## config.mk

```make
export PLATFORM = sky130hd
export DESIGN_NAME = hpsc_slot_ctl
export DESIGN_NICKNAME = d
export VERILOG_FILES = /design/src/rtl/hpsc_pkg.sv /design/src/rtl/hpsc_evt_det.sv /design/src/rtl/hpsc_cmd_seq.sv /design/src/rtl/hpsc_slot_ctl.sv
export VERILOG_INCLUDE_DIRS = /design/src /design/src/rtl
export SDC_FILE = /design/constraint.sdc
export NUM_CORES = 1
export LEC_CHECK = 0
export BUFFER_PORTS_ARGS = -buffer_cell sky130_fd_sc_hd__buf_2
export CAP_MARGIN = 10
export CORE_MARGIN = 1
export CORE_UTILIZATION = 48
export DETAILED_ROUTE_END_ITERATION = 10
export PLACE_DENSITY = 0.79
export SLEW_MARGIN = 15
export SYNTH_ARGS = -nofsm -noshare
export SYNTH_HDL_FRONTEND = slang
export SYNTH_HIERARCHICAL = 1
export SYNTH_SLANG_ARGS = --single-unit
```

## constraint.sdc

```tcl
create_clock -name pclk -period 2.1 [get_ports pclk]
set_input_delay 0.105 -clock pclk [delete_from_list [all_inputs] [get_ports pclk]]
set_output_delay 0.105 -clock pclk [all_outputs]
set_load 0.03 [all_outputs]
```

## src/rtl/hpsc_consts.svh

```systemverilog
// Purpose: offsets, field positions and reset values of the slot control
// Assumes: 32-bit APB data, word-aligned registers
// Notes: included by the slot control module; definitions only
`ifndef HPSC_CONSTS_SVH
`define HPSC_CONSTS_SVH

// register byte offsets
`define HPSC_OFF_CTL 12'h000
`define HPSC_OFF_CAP 12'h004
`define HPSC_OFF_STS 12'h008
`define HPSC_OFF_CFG 12'h00C

// slot control field positions
`define HPSC_CTL_LATCH_EN 2
`define HPSC_CTL_PRES_EN 3
`define HPSC_CTL_CMD_EN 4
`define HPSC_CTL_HOTPLUG_IRQ_EN 5
`define HPSC_CTL_ATT_LO 6
`define HPSC_CTL_ATT_HI 7
`define HPSC_CTL_PWR_LO 8
`define HPSC_CTL_PWR_HI 9
`define HPSC_CTL_PWRCTL 10
`define HPSC_CTL_ILK 11
`define HPSC_CTL_LINK_EN 12

// slot control reset value: attention off, power indicator on
`define HPSC_CTL_RESET 16'h01C0

// indicator codes
`define HPSC_LED_ON 2'h1
`define HPSC_LED_BLINK 2'h2
`define HPSC_LED_OFF 2'h3
`define HPSC_ATT_RESET 2'h3
`define HPSC_PWR_RESET 2'h1

// slot capabilities field positions
`define HPSC_CAP_PCP 1
`define HPSC_CAP_MRLP 2
`define HPSC_CAP_ATTENTION_LED_PRESENT 3
`define HPSC_CAP_POWER_LED_PRESENT 4
`define HPSC_CAP_HPC 6
`define HPSC_CAP_EIP 17
`define HPSC_CAP_WMASK 32'h0002005E

// slot status field positions
`define HPSC_STS_LATCH_CHG 2
`define HPSC_STS_PRES_CHG 3
`define HPSC_STS_CMD_DONE 4
`define HPSC_STS_LATCH 5
`define HPSC_STS_PRES 6
`define HPSC_STS_ILK 7
`define HPSC_STS_LINK_CHG 8

// configuration field positions
`define HPSC_CFG_UPSTREAM 0

`endif

```

## src/rtl/hpsc_pkg.sv

```systemverilog
// Purpose: types shared by the slot control block
// Assumes: nothing beyond the constants header
// Notes: states carry no explicit codes
package hpsc_pkg;

   // command sequencer states
   typedef enum logic [1:0] {
      SEQ_IDLE,
      SEQ_APPLY,
      SEQ_WAIT
   } hpsc_seq_e;

   // slot event indices for the change detector
   typedef enum int {
      EVT_LATCH = 0,
      EVT_PRES = 1,
      EVT_LINK = 2
   } hpsc_evt_e;

endpackage : hpsc_pkg

```

## src/rtl/hpsc_evt_det.sv

```systemverilog
// Purpose: flags a state change on each slot sensor input
// Assumes: inputs synchronous to pclk
// Notes: first cycle after reset only loads the history
module hpsc_evt_det
   import hpsc_pkg::*;
#(
   parameter int N = 3
) (
   input wire logic pclk,
   input wire logic presetn,
   input wire logic [N-1:0] sense,
   output logic [N-1:0] change
);

   logic armed_r;
   logic [N-1:0] prev_r;
   logic [N-1:0] change_r;

   // arm after first sample so reset history gives no false change
   always_ff @(posedge pclk or negedge presetn) begin
      if (!presetn) begin
         armed_r <= 1'b0;
      end else begin
         armed_r <= 1'b1;
      end
   end

   // per-input history and change pulse
   genvar i;
   generate
      for (i = 0; i < N; i++) begin : g_bit
         always_ff @(posedge pclk or negedge presetn) begin
            if (!presetn) begin
               prev_r[i] <= 1'b0;
               change_r[i] <= 1'b0;
            end else begin
               prev_r[i] <= sense[i];
               change_r[i] <= armed_r & (sense[i] ^ prev_r[i]);
            end
         end
      end
   endgenerate

   assign change = change_r;

endmodule : hpsc_evt_det

```

## src/rtl/hpsc_cmd_seq.sv

```systemverilog
// Purpose: tracks one slot control command until its actions finish
// Assumes: ack is a pulse from the slot controller after an update
// Notes: a new start restarts the wait for the pending command
module hpsc_cmd_seq
   import hpsc_pkg::*;
(
   input wire logic pclk,
   input wire logic presetn,
   input wire logic start,
   input wire logic ack,
   output logic update,
   output logic done,
   output logic busy
);

   hpsc_seq_e state_r, state_nxt;
   logic update_r;
   logic done_r;

   // next state: apply for one cycle, then wait for the slot ack
   always_comb begin
      state_nxt = state_r;
      case (state_r)
         SEQ_IDLE: begin
            if (start) begin
               state_nxt = SEQ_APPLY;
            end
         end
         SEQ_APPLY: begin
            state_nxt = start ? SEQ_APPLY : SEQ_WAIT;
         end
         SEQ_WAIT: begin
            if (start) begin
               state_nxt = SEQ_APPLY;
            end else if (ack) begin
               state_nxt = SEQ_IDLE;
            end
         end
         default: begin
            state_nxt = SEQ_IDLE;
         end
      endcase
   end

   // state and one-cycle strobes
   always_ff @(posedge pclk or negedge presetn) begin
      if (!presetn) begin
         state_r <= SEQ_IDLE;
         update_r <= 1'b0;
         done_r <= 1'b0;
      end else begin
         state_r <= state_nxt;
         update_r <= (state_nxt == SEQ_APPLY);
         done_r <= (state_r == SEQ_WAIT) & ack & ~start;
      end
   end

   assign update = update_r;
   assign done = done_r;
   assign busy = (state_r != SEQ_IDLE);

endmodule : hpsc_cmd_seq

```

## src/rtl/hpsc_slot_ctl.sv

```systemverilog
// Purpose: hot-plug slot control register upper bits with APB access
// Assumes: slot sensor inputs synchronous to pclk; ack pulse from slot
// Notes: slot control, capabilities, status and config words on APB
//
// Notes on behaviour
// - latch sensor change raises event when enabled
// - presence change raises event when enabled
// - finished command raises interrupt when enabled
// - master enable gates all hot-plug interrupts
// - attention field drives indicator, resets off
// - attention field reads zero without indicator
// - power field drives indicator, resets on
// - power field reads zero without indicator
// - upstream port ignores power indicator writes
// - power control bit sets slot power
// - interlock bit always reads zero
// - writing one toggles interlock when present
// - link active change raises event when enabled
// - gated fields read-only zero without capability
// - one write is one command, then done
//
// Implementation choices: the APB register port and the register offsets.
`include "hpsc_consts.svh"

module hpsc_slot_ctl
   import hpsc_pkg::*;
#(
   parameter int AW = 12
) (
   input wire logic pclk,
   input wire logic presetn,
   input wire logic psel,
   input wire logic penable,
   input wire logic pwrite,
   input wire logic [AW-1:0] paddr,
   input wire logic [31:0] pwdata,
   input wire logic [3:0] pstrb,
   output logic [31:0] prdata,
   output logic pready,
   output logic pslverr,
   input wire logic latch_open,
   input wire logic card_present,
   input wire logic link_active,
   input wire logic slot_ack,
   output logic [1:0] attention_led,
   output logic [1:0] power_led,
   output logic slot_power_off,
   output logic interlock_engaged,
   output logic slot_update,
   output logic hp_irq,
   output logic hp_wake
);

   // registers
   logic [15:0] ctl_r, ctl_nxt;
   logic [31:0] cap_r, cap_nxt;
   logic [3:0] flags_r, flags_nxt;
   logic upstream_r;
   logic interlock_r;
   logic [31:0] prdata_r;
   logic pready_r;
   logic pslverr_r;
   logic [1:0] att_out_r;
   logic [1:0] pwr_out_r;
   logic pwr_off_r;
   logic irq_r;
   logic wake_r;

   // bus decode
   wire access = psel & penable;
   wire take = access & pready_r;
   wire wr = take & pwrite;
   wire hit_ctl = (paddr == AW'(`HPSC_OFF_CTL));
   wire hit_cap = (paddr == AW'(`HPSC_OFF_CAP));
   wire hit_sts = (paddr == AW'(`HPSC_OFF_STS));
   wire hit_cfg = (paddr == AW'(`HPSC_OFF_CFG));
   wire mapped = hit_ctl | hit_cap | hit_sts | hit_cfg;
   wire wr_ctl = wr & hit_ctl;
   wire wr_cap = wr & hit_cap;
   wire wr_sts = wr & hit_sts;
   wire wr_cfg = wr & hit_cfg;

   // byte lane mask from the strobes
   wire [31:0] lane_mask = {{8{pstrb[3]}}, {8{pstrb[2]}},
                            {8{pstrb[1]}}, {8{pstrb[0]}}};

   // capability decode
   wire cap_pcp = cap_r[`HPSC_CAP_PCP];
   wire cap_mrlp = cap_r[`HPSC_CAP_MRLP];
   wire cap_attention_led_present = cap_r[`HPSC_CAP_ATTENTION_LED_PRESENT];
   wire cap_power_led_present = cap_r[`HPSC_CAP_POWER_LED_PRESENT];
   wire cap_hpc = cap_r[`HPSC_CAP_HPC];
   wire cap_eip = cap_r[`HPSC_CAP_EIP];

   // stored control bits that software may change now
   logic [15:0] ctl_live;
   always_comb begin
      ctl_live = 16'h0000;
      ctl_live[`HPSC_CTL_LATCH_EN] = cap_mrlp;
      ctl_live[`HPSC_CTL_PRES_EN] = 1'b1;
      ctl_live[`HPSC_CTL_CMD_EN] = cap_hpc;
      ctl_live[`HPSC_CTL_HOTPLUG_IRQ_EN] = cap_hpc;
      ctl_live[`HPSC_CTL_ATT_HI] = cap_attention_led_present;
      ctl_live[`HPSC_CTL_ATT_LO] = cap_attention_led_present;
      ctl_live[`HPSC_CTL_PWR_HI] = cap_power_led_present;
      ctl_live[`HPSC_CTL_PWR_LO] = cap_power_led_present;
      ctl_live[`HPSC_CTL_PWRCTL] = cap_pcp;
      ctl_live[`HPSC_CTL_LINK_EN] = 1'b1;
   end

   // control write: only live bits in written lanes change
   wire [15:0] ctl_wmask = ctl_live & lane_mask[15:0];
   always_comb begin
      ctl_nxt = ctl_r;
      if (wr_ctl) begin
         ctl_nxt = (ctl_r & ~ctl_wmask) | (pwdata[15:0] & ctl_wmask);
      end
   end

   // control read view: gated and fixed-zero bits masked
   wire [15:0] ctl_view = ctl_r & ctl_live;

   // field views used by the slot logic
   wire latch_en = ctl_view[`HPSC_CTL_LATCH_EN];
   wire pres_en = ctl_view[`HPSC_CTL_PRES_EN];
   wire cmd_en = ctl_view[`HPSC_CTL_CMD_EN];
   wire hotplug_irq_en = ctl_view[`HPSC_CTL_HOTPLUG_IRQ_EN];
   wire link_en = ctl_view[`HPSC_CTL_LINK_EN];
   wire [1:0] att_fld = ctl_view[`HPSC_CTL_ATT_HI:`HPSC_CTL_ATT_LO];
   wire [1:0] pwr_fld = ctl_nxt[`HPSC_CTL_PWR_HI:`HPSC_CTL_PWR_LO];
   wire pwr_ctl = ctl_view[`HPSC_CTL_PWRCTL];

   // interlock toggle request: a one in bit 11 of the written lane
   wire ilk_toggle = wr_ctl & pstrb[1] & pwdata[`HPSC_CTL_ILK] & cap_eip;

   // capability register writes
   wire [31:0] cap_wmask = `HPSC_CAP_WMASK & lane_mask;
   always_comb begin
      cap_nxt = cap_r;
      if (wr_cap) begin
         cap_nxt = (cap_r & ~cap_wmask) | (pwdata & cap_wmask);
      end
   end

   // sensor change detection
   logic [2:0] sense;
   logic [2:0] change;
   always_comb begin
      sense = 3'h0;
      sense[EVT_LATCH] = latch_open;
      sense[EVT_PRES] = card_present;
      sense[EVT_LINK] = link_active;
   end

   hpsc_evt_det #(
      .N(3)
   ) u_evt (
      .pclk(pclk),
      .presetn(presetn),
      .sense(sense),
      .change(change)
   );

   // command tracking for each control write
   logic seq_done;
   logic seq_update;
   hpsc_cmd_seq u_seq (
      .pclk(pclk),
      .presetn(presetn),
      .start(wr_ctl),
      .ack(slot_ack),
      .update(seq_update),
      .done(seq_done),
      .busy()
   );

   // sticky flags: 0 latch, 1 presence, 2 command, 3 link
   wire [3:0] flag_set = {change[EVT_LINK], seq_done,
                          change[EVT_PRES], change[EVT_LATCH]};
   wire [3:0] flag_clr_req = {pwdata[`HPSC_STS_LINK_CHG],
                              pwdata[`HPSC_STS_CMD_DONE],
                              pwdata[`HPSC_STS_PRES_CHG],
                              pwdata[`HPSC_STS_LATCH_CHG]};
   wire [3:0] flag_lane = {pstrb[1], pstrb[0], pstrb[0], pstrb[0]};
   wire [3:0] flag_clr = {4{wr_sts}} & flag_clr_req & flag_lane;

   // write one to clear; a new event in the same cycle wins
   always_comb begin
      flags_nxt = (flags_r & ~flag_clr) | flag_set;
   end

   // enabled events
   wire ev_latch = flags_r[0] & latch_en;
   wire ev_pres = flags_r[1] & pres_en;
   wire ev_cmd = flags_r[2] & cmd_en;
   wire ev_link = flags_r[3] & link_en;
   wire ev_any = ev_latch | ev_pres | ev_link;

   // status read view
   logic [31:0] sts_view;
   always_comb begin
      sts_view = 32'h0000_0000;
      sts_view[`HPSC_STS_LATCH_CHG] = flags_r[0];
      sts_view[`HPSC_STS_PRES_CHG] = flags_r[1];
      sts_view[`HPSC_STS_CMD_DONE] = flags_r[2];
      sts_view[`HPSC_STS_LINK_CHG] = flags_r[3];
      sts_view[`HPSC_STS_LATCH] = latch_open;
      sts_view[`HPSC_STS_PRES] = card_present;
      sts_view[`HPSC_STS_ILK] = interlock_r;
   end

   // read data select
   wire [31:0] cfg_view = {31'h0000_0000, upstream_r};
   wire [31:0] rd_mux = hit_ctl ? {16'h0000, ctl_view} :
                        hit_cap ? cap_r :
                        hit_sts ? sts_view :
                        hit_cfg ? cfg_view : 32'h0000_0000;

   // apb answer: one wait cycle, then pready with data
   always_ff @(posedge pclk or negedge presetn) begin
      if (!presetn) begin
         pready_r <= 1'b0;
         pslverr_r <= 1'b0;
         prdata_r <= 32'h0000_0000;
      end else begin
         pready_r <= access & ~pready_r;
         pslverr_r <= access & ~pready_r & ~mapped;
         prdata_r <= (access & ~pready_r & ~pwrite) ? rd_mux : 32'h0000_0000;
      end
   end

   // control, capability and config storage
   always_ff @(posedge pclk or negedge presetn) begin
      if (!presetn) begin
         ctl_r <= `HPSC_CTL_RESET;
         cap_r <= 32'h0000_0000;
         upstream_r <= 1'b0;
      end else begin
         ctl_r <= ctl_nxt;
         cap_r <= cap_nxt;
         if (wr_cfg & pstrb[0]) begin
            upstream_r <= pwdata[`HPSC_CFG_UPSTREAM];
         end
      end
   end

   // sticky status flags
   always_ff @(posedge pclk or negedge presetn) begin
      if (!presetn) begin
         flags_r <= 4'h0;
      end else begin
         flags_r <= flags_nxt;
      end
   end

   // interlock state flips on each accepted toggle write
   always_ff @(posedge pclk or negedge presetn) begin
      if (!presetn) begin
         interlock_r <= 1'b0;
      end else if (ilk_toggle) begin
         interlock_r <= ~interlock_r;
      end
   end

   // attention indicator follows its field; off without the indicator
   always_ff @(posedge pclk or negedge presetn) begin
      if (!presetn) begin
         att_out_r <= `HPSC_ATT_RESET;
      end else begin
         att_out_r <= cap_attention_led_present ? att_fld : `HPSC_LED_OFF;
      end
   end

   // power indicator moves only on a write at a downstream port
   always_ff @(posedge pclk or negedge presetn) begin
      if (!presetn) begin
         pwr_out_r <= `HPSC_PWR_RESET;
      end else if (wr_ctl & cap_power_led_present & ~upstream_r) begin
         pwr_out_r <= pwr_fld;
      end
   end

   // slot power: one means off, on while no controller
   always_ff @(posedge pclk or negedge presetn) begin
      if (!presetn) begin
         pwr_off_r <= 1'b0;
      end else begin
         pwr_off_r <= pwr_ctl;
      end
   end

   // interrupt gated by master enable, wake-up by event enables
   always_ff @(posedge pclk or negedge presetn) begin
      if (!presetn) begin
         irq_r <= 1'b0;
         wake_r <= 1'b0;
      end else begin
         irq_r <= hotplug_irq_en & (ev_any | ev_cmd);
         wake_r <= ev_any;
      end
   end

   // outputs
   assign prdata = prdata_r;
   assign pready = pready_r;
   assign pslverr = pslverr_r;
   assign attention_led = att_out_r;
   assign power_led = pwr_out_r;
   assign slot_power_off = pwr_off_r;
   assign interlock_engaged = interlock_r;
   assign slot_update = seq_update;
   assign hp_irq = irq_r;
   assign hp_wake = wake_r;

endmodule : hpsc_slot_ctl

```

# == After elaboration in Yosys (flattened, before gate mapping) ==
# Index checks and enable logic that the tools add are counted.
# word_totals
ff_bits,106
elab_cells,100
out_inout_bits,43
# op_classes
bitwise_logic,56
eq_ne,6
n_reduce_logical,2
n_mux,12
# ops
cell,n
32-bit 2-to-1 mux,3
16-bit AND,2
32-bit by 18-bit AND with 32-bit output,1
32-bit AND,1
18-bit inverter with 32-bit output,1
32-bit bitwise OR,1
1-bit AND,26
12-bit by 4-bit equality test with 1-bit output (second input constant),2
13-bit by 16-bit AND with 16-bit output,1
16-bit by 13-bit AND with 16-bit output,1
16-bit inverter,1
16-bit bitwise OR,1
4-bit AND,3
12-bit by 3-bit equality test with 1-bit output (second input constant),1
12-bit logical NOT,1
10-bit 2-to-1 mux,1
2-bit 2-to-1 mux,5
9-bit 2-to-1 mux,1
1-bit inverter,6
1-bit bitwise OR,6
2-bit one-hot mux with 3 select lines,1
2-bit by 1-bit equality test with 1-bit output (second input constant),2
4-bit inverter,1
4-bit bitwise OR,1
other kinds (4),6

# == Longest topological paths before layout ==
# Gate-level depths: netlist of the first run.
# logic_depth
ltp_word,9
mapped_depth,6
ltp_nobuf,4

# == Hierarchy ==
# Netlist of the first run, hierarchy kept.
# by_module_without_submodules
module,instances,cells_per_inst,area_per_inst_um2
hpsc_slot_ctl,1,185,2119.5
hpsc_evt_det,1,14,224.0
hpsc_cmd_seq,1,11,155.1

# == Worst setup path before layout of the first run ==
# Ideal clock, no wire load.
# synth_path
path_kind,flip-flop to flip-flop
startpoint,reg pready_r (netlist: pready)
endpoint,reg with a tool-made name
t_arrival_ns,1.728
n_path_buf,2
setup_ns,0.125
stages_incl_launch_ff,7
setup_slack_ns,0.247
path_cell_list,dfrtp_1 and4_1 buf_2 and4bb_2 and4_1 buf_2 mux2_2
# synth_rtl
element,line,rtl
"start, declared",hpsc_slot_ctl.sv:61,logic pready_r;
"start signal, assigned",hpsc_slot_ctl.sv:226,pready_r <= access & ~pready_r;

==> impl_metrics.json, run 1 <==
{
  "clkLatencyLatePin_ns": 0.31,
  "leakagePower_uw": 0.001472,
  "portBuffers": 61,
  "grt_pass1_vias": 1532,
  "syn_area_per_cell_um2": 11.93,
  "drv_cap": 0,
  "vias": 1697,
  "path_buf_inv": 0,
  "power_density_nw_per_um2": 622.4,
  "slew_viol_final": 0,
  "diodes": 0,
  "power.share.clock_pct": 31.2,
  "drc": 0,
  "tightest_slew_ns": 0.7109,
  "dr.pass1.iters": 4,
  "sequentialPowerShare_pct": 59.2,
  "crit_path_frequent_cell": "and4_1",
  "comb_power_share_pct": 9.7,
  "fin_crit_sh_pct": 89.42,
  "p_switching_uw": 462.3,
  "grt_max_degree": 33,
  "nets": 333,
  "clock-sinks": 55,
  "finalNonFillerCells": 344,
  "p_sw_share_pct": 25.43,
  "worst-setup-path-type": "register to register",
  "slowest_delay_ns": 0.41,
  "grt_pass1_wl_um": 7334,
  "dp_hpwl_um": 3531,
  "root_buffer": "clkbuf_8",
  "yosysWarningCount": 6,
  "drive_gt1_share_pct": 36.46,
  "rsz0062_at_grt": "false",
  "io-pin-count": 100,
  "crit_path_start_kind": "register",
  "hp-class": "primary input to register",
  "rows": 25,
  "initial_core_util_pct": 51.41,
  "setup_violations": 0,
  "p_total_uw": 1818,
  "crit_fanout": 7,
  "min_from": "pwdata[10]",
  "grt_usage_pct": 18.41,
  "clk_pin_slew_ns": 0.10,
  "netlist_area_um2": 2492,
  "coreArea_um2": 4848,
  "area_delta_synth_final_pct": 17.22,
  "vdd_drop_max_mv": 0.4079,
  "period_needed_ns": 1.878,
  "setup-tns-final_ns": 0,
  "cts_tree": "done",
  "timing.fmax_mhz": 532.5,
  "htreeDepth": 2,
  "drt.antenna.violating_nets": 0,
  "run_status": "complete, no violations",
  "r2r_cells": 4,
  "synthCells": 209,
  "dieHeight_um": 74.06,
  "critPathRequiredTime_ns": 2.30,
  "internal_power_uw": 1356,
  "critPathTopFamily": "simple AND/OR/NAND/NOR gates",
  "post_drt_wl_per_cell_um": 13.44,
  "die_area_um2": 5485,
  "r2r-start": "pready",
  "cts_resized": 0,
  "hold_path_depth": 2,
  "drt_iter0_drc": 85,
  "cts_buffers": 5,
  "endpoint_kind": "register",
  "hold-worst-slack_ns": 0.01225,
  "r2r_slack_ns": 0.22,
  "relSlewSlack_pct": 52.61,
  "arrival_ns": 2.07,
  "hold_violations": 0,
  "skew_ns": 0.008215,
  "cp_cell_sequence": "and4_1, and4bb_2, and4_1, mux2_2",
  "vias_per_cell": 4.933,
  "antenna_found_initial": 0,
  "slowest_stage": "dfrtp_1",
  "gp_congestion": 0.8148,
  "dpl.cell_count": 332,
  "clockBufferDepth": 2,
  "fp.dieW_um": 74.06,
  "wl_um": 4623,
  "grt.overflow.total": 0
}
## power by group through the flow
stage | clock network, uW | registers, uW | logic [uW]
3_3_place_gp | 0 | 1100 | 168
3_5_place_dp | 0 | 1100 | 170
4_1_cts | 575 | 1080 | 176
5_1_grt | 612 | 1080 | 193
2_1_floorplan | 0 | 1100 | 112
6_report | 567 | 1080 | 176
## per-stage QoR
stage / cell area [um^2] / util, % / setup slack (ns)
after floorplan: 2560 / - / 0.2468
after global placement: 2793 / 57.60 / 0.2820
after detailed placement: 2793 / 57.60 / 0.2591
after CTS: 2922 / 60.26 / 0.2360
after global routing: 2922 / 60.26 / 0.1449
final: 2922 / 60.26 / 0.2222
## worst max-delay path by stage
stage | start | end | slack (ns) | depth (start not counted)
2_1_floorplan | pready | register | 0.25 | 6
3_3_place_gp | pready | register | 0.28 | 4
3_5_place_dp | pready | register | 0.26 | 4
4_1_cts | pready | register | 0.24 | 4
5_1_grt | pready | register | 0.14 | 4
6_report | pready | register | 0.22 | 4
## layer usage
metal | GRT usage (%) | wire length [um] | share of wire [%] | up-vias
met5 | 0 | 0 | 0 | -
met4 | 6.624 | 70 | 1.5 | 0
met3 | 4.743 | 226 | 4.9 | 4
met2 | 29.90 | 2217 | 48 | 52
met1 | 23.91 | 2108 | 46 | 808
li1 | - | - | - | 833
## final cells by class
cell class | count | area, um^2
flip-flops and latches | 55 | 1384
multi-input cells | 143 | 982.2
clock inverters | 3 | 20.02
repair buffers | 69 | 375.4
fillers | 415 | 1927
clock buffers | 5 | 68.82
inverters | 2 | 7.507
well taps | 67 | 83.83
## worst reg2reg max path: cells and delay by family, from the launching register on
kind,cells,cell delay (ns)
mux,1,0.38
simple gates,3,0.97
flops,1,0.41
## placed cells by master (no fill, tap or decap), types with 5 or more instances in the layout
master    count
nand2_1       8
nor2_1       14
mux2_2       14
conb_1       20
clkbuf_8      5
mux2_1        5
nand4_1      12
and3_1        6
dfrtp_1      49
buf_2        61
nand3_1       6
a21oi_1      11
dfstp_2       6
and2_1        8
## what timing repair did
item,CTS,global route
hold endpoints to repair,31,0
hold buffers,4,0
setup buffers,0,0
setup endpoints to repair,0,0
(Power assumes the default switching activity.)
==> run 2: changes to the inputs <==
Settings changed: ABC_AREA set to 1, CORE_UTILIZATION 48 to 49, MAX_ROUTING_LAYER set to met4, PLACE_DENSITY 0.79 to 0.8.
==> run 2 against run 1 <==
Hold slack worse by 0.0071 ns. Highest routed layer unchanged. Combinational power down 2%. Clock power up 21%. Critical path depth up 3. Via count up 28%.
==> impl_metrics.json, run 2 <==
{
  "timing.fmax_mhz": 714.3,
  "die_area_um2": 5722,
  "grt_pass1_vias": 2025,
  "cts_resized": 0,
  "drt_iter0_drc": 153,
  "setup_violations": 0,
  "initial_core_util_pct": 51.38,
  "power.share.clock_pct": 35.5,
  "p_sw_share_pct": 23.60,
  "area_delta_synth_final_pct": 17.42,
  "root_buffer": "clkbuf_8",
  "period_needed_ns": 1.400,
  "arrival_ns": 1.60,
  "p_switching_uw": 455.3,
  "hold_violations": 0,
  "worst-setup-path-type": "register to register",
  "final_cell_mix": "nand2_1 (86), buf_2 (61), dfrtp_1 (49)",
  "power_density_nw_per_um2": 618.2,
  "drt.antenna.violating_nets": 0,
  "antenna_found_initial": 0,
  "skew_ns": 0.005375,
  "htreeDepth": 2,
  "dieHeight_um": 75.65,
  "fin_crit_sh_pct": 66.67,
  "relSlewSlack_pct": 57.04,
  "leakagePower_uw": 0.001694,
  "rows": 26,
  "endpoint_kind": "register",
  "wl_um": 5214,
  "clockBufferDepth": 2,
  "comb_power_share_pct": 8.9,
  "hold-worst-slack_ns": 0.005110,
  "setup-tns-final_ns": 0,
  "hold_path_depth": 3,
  "r2r_cells": 7,
  "grt.overflow.total": 0,
  "vias": 2175,
  "p_total_uw": 1929,
  "critPathRequiredTime_ns": 2.30,
  "post-cts-setup-buffer-count": 0,
  "crit_fanout": 10,
  "coreArea_um2": 5172,
  "synthCells": 316,
  "yosysWarningCount": 6,
  "cts_tree": "done",
  "diodes": 0,
  "sequentialPowerShare_pct": 55.6,
  "grt_max_degree": 29,
  "internal_power_uw": 1474,
  "nets": 442,
  "dpl.cell_count": 444,
  "io-pin-count": 100,
  "dp_hpwl_um": 3896,
  "grt_pass1_wl_um": 8611,
  "cts_buffers": 5,
  "fp.dieW_um": 75.65,
  "drc": 0,
  "grt_usage_pct": 20.91,
  "gp_congestion": 0.9059,
  "clock-sinks": 55,
  "vias_per_cell": 4.770,
  "post_drt_wl_per_cell_um": 11.43,
  "netlist_area_um2": 2658,
  "dr.pass1.iters": 5,
  "drv_cap": 0,
  "run_status": "complete, no violations",
  "final_common_cell": "nand2_1",
  "tightest_slew_ns": 0.6444,
  "clk_pin_slew_ns": 0.09,
  "clkLatencyLatePin_ns": 0.31,
  "slew_viol_final": 0,
  "drive_gt1_share_pct": 24.61,
  "hp-class": "primary input to register",
  "rsz0062_at_grt": "false",
  "finalNonFillerCells": 456,
  "vdd_drop_max_mv": 0.3967,
  "portBuffers": 61,
  "syn_area_per_cell_um2": 8.410,
  "crit_path_start_kind": "register"
}
## run 2: cell types whose count changed in the layout (fill, tap and decap cells not counted), sizes merged, moves of 3 or more
cell and change:
and3 -5, nor2 +20, a21o -3, nand3 +22
a21oi -5, nand2 +81, and2 -8, o21ai +15
xor2 -3, and4 -4, mux2 -21, inv +38
nand4 -4, nand2b -4
## run 2: layer usage
| metal | global-route usage, % | vias up | routed length [um] |
|---|---|---|---|
| met3 | 4.101 | 10 | 287 |
| met4 | 6.379 | 0 | 78 |
| met5 | - | - | 0 |
| met2 | 36.41 | 69 | 2574 |
| li1 | - | 1091 | - |
| met1 | 24.46 | 1005 | 2274 |
## run 2: cell type report
| cell class | count | area, um^2 |
|---|---|---|
| Sequential cell | 55 | 1384 |
| Inverter | 41 | 153.9 |
| Timing Repair Buffer | 68 | 380.4 |
| Clock buffer | 7 | 76.32 |
| Multi-Input combinational cell | 214 | 1008 |
| Tap cell | 70 | 87.58 |
| Clock inverter | 1 | 30.03 |
| Fill cell | 485 | 2052 |
## run 2: repair_timing
item                       in CTS  in global routing
setup endpoints to repair       0                  0
hold endpoints to repair       26                  0
hold buffers                    4                  0
## run 2: worst max-delay path: stages, from the launching register on
cell and delay, ns:
dfrtp_1 0.37, nand2_1 0.09, nor2_4 0.22, nand2_1 0.14, clkinv_1 0.16, nand3_4 0.15
nor2_1 0.13, a21oi_1 0.05
## run 2: power by group through the flow
stage,logic (uW),registers (uW),clock network (uW)
after detailed placement,167,1090,0
after global routing,192,1070,741
after CTS,173,1070,695
after global placement,165,1090,0
after floorplan,112,1100,0
final,172,1070,685
## run 2: worst paths after layout
path / startpoint / to / slack (ns)
min in group asynchronous: presetn / prdata[8] / 0.35
hold / removal: pwdata[0] / upstream_r / 0.005
setup / recovery: pready / register / 0.70
hold reg to reg: u_evt/change[0] / flags_r[0] / 0.45
setup reg to reg: pready / register / 0.70
max in group asynchronous: presetn / async pin / 1.10
## run 2: through the flow
stage / cell area [um^2] / utilization, % / setup slack (ns)
floorplan: 2725 / - / 0.6941
global placement: 2974 / 57.50 / 0.5943
detailed placement: 2974 / 57.50 / 0.5864
CTS: 3120 / 60.33 / 0.6962
global route: 3120 / 60.33 / 0.5554
finish: 3120 / 60.33 / 0.7000
==> run 3: changes to the inputs <==
Clock period 2.1 ns to 1.5 ns, I/O delays scaled along.
==> run 3 against run 2 <==
Clock power up 37%. Maximum frequency rose by 5.2%. Sequential power is 40% higher. Clock skew down 0.0013 ns. Sequential cell count is the same. Die area unchanged. Largest power group unchanged.
==> impl_metrics.json, run 3 (synthesis gave the netlist of run 2 again) <==
{
  "run_status": "complete, no violations",
  "power_density_nw_per_um2": 843.9,
  "hold_violations": 0,
  "drc": 0,
  "grt_pass1_vias": 2103,
  "io-pin-count": 100,
  "fin_crit_sh_pct": 88.72,
  "crit_fanout": 7,
  "grt_pass1_wl_um": 8852,
  "path_buf_inv": 1,
  "coreArea_um2": 5172,
  "antenna_found_initial": 0,
  "root_buffer": "clkbuf_8",
  "worst-setup-path-type": "register to register",
  "setup-tns-final_ns": 0,
  "fin_util_pct": 61.66,
  "diodes": 0,
  "initial_core_util_pct": 51.38,
  "hold_path_depth": 3,
  "grt_usage_pct": 21.25,
  "timing.fmax_mhz": 751.4,
  "final_common_cell": "nand2_1",
  "grt_max_degree": 56,
  "vias_per_cell": 4.767,
  "arrival_ns": 1.56,
  "clock-sinks": 55,
  "dp_slack_ns": 0.1759,
  "drt.antenna.violating_nets": 0,
  "period_needed_ns": 1.331,
  "clockBufferDepth": 2,
  "r2r_cells": 5,
  "cts_resized": 0,
  "dr.pass1.iters": 4,
  "slew_viol_final": 0,
  "cts_tree": "done",
  "htreeDepth": 2,
  "grt.overflow.total": 0,
  "area_delta_synth_final_pct": 20.01,
  "setup_violations": 0,
  "cts_buffers": 5,
  "rows": 26,
  "r2r_slack_ns": 0.17,
  "post-cts-setup-buffer-count": 0,
  "vdd_drop_max_mv": 0.5158,
  "slowest_delay_ns": 0.40,
  "drv_cap": 0,
  "r2r-start": "pready",
  "crit_path_frequent_cell": "nor2_1",
  "slowest_stage": "dfrtp_1",
  "critPathRequiredTime_ns": 1.73,
  "dieHeight_um": 75.65,
  "r2r_end": "prdata[10]",
  "p_total_uw": 2692,
  "vias": 2207,
  "hp-class": "primary input to register",
  "fin_ws_ns": 0.1692,
  "cp_cell_sequence": "nor2_1, inv_1, nor2_2, nand3_1, nor2_1",
  "drt_iter0_drc": 147,
  "post_drt_wl_per_cell_um": 11.29,
  "wl_um": 5227,
  "portBuffers": 61,
  "nets": 450,
  "crit_path_start_kind": "register",
  "critPathTopFamily": "simple AND/OR/NAND/NOR gates",
  "clkLatencyLatePin_ns": 0.30,
  "leakagePower_uw": 0.001730,
  "fp.dieW_um": 75.65,
  "min_from": "pwdata[2]",
  "drive_gt1_share_pct": 24.94,
  "clk_pin_slew_ns": 0.09,
  "skew_ns": 0.004107,
  "final_cell_mix": "nand2_1 (86), buf_2 (61), dfrtp_1 (49)",
  "cts_hold_buf": 9,
  "endpoint_kind": "register",
  "dp_hpwl_um": 3955,
  "startpoint": "pready",
  "die_area_um2": 5722,
  "gp_congestion": 0.9388,
  "rsz0062_at_grt": "false"
}
[run 3: changes by cell type in the layout (fill, tap and decap cells not counted)]
cell	change
buf_4	+3
clkbuf_1	-1
dlygate4sd3_1	+5
[run 3: worst reg2reg max path, cell delays in order, from the launching register on]
cell,delay [ns]
dfrtp_1,0.40
nor2_1,0.21
inv_1,0.08
nor2_2,0.27
nand3_1,0.18
nor2_1,0.12
[run 3: power by group]
group	internal, uW	switching (uW)	leakage (uW)	total (uW)
Clock	490	448	0.0000513	938
Combinational	77.4	174	0.000993	252
Sequential	1500	5.99	0.000686	1500
[run 3: through the flow]
step	instance area, um^2	instances	hold WS [ns]
final	3189	463	0.007139
after global routing	3189	463	0.01251
after CTS	3189	463	0.0004202
after detailed placement	2997	447	0.09363
after global placement	2997	447	0.09113
after floorplan	2725	334	-0.2206
[run 3: worst max-delay path by stage]
stage,to,slack (ns),cells after the start
after global routing,prdata[10],0.005,5
final,prdata[10],0.17,5
after floorplan,register,0.09,7
after detailed placement,prdata[10],0.18,5
after CTS,prdata[10],0.16,5
after global placement,register,0.23,7
[run 3: final cells by class]
type / instances / area [um^2]
inverter: 41 / 153.9
clock inverter: 1 / 30.03
multi-input combinational: 214 / 1008
fill: 458 / 1983
sequential: 55 / 1384
timing repair buffer: 76 / 452.9
tap: 70 / 87.58
clock buffer: 6 / 72.57
[run 3: per-layer routing]
layer / vias to the layer above / wire length (um) / track usage (%)
met3: 8 / 259 / 3.175
met2: 62 / 2644 / 37.20
met1: 1032 / 2234 / 24.63
met4: 0 / 89 / 8.230
met5: - / 0 / -
li1: 1105 / - / -
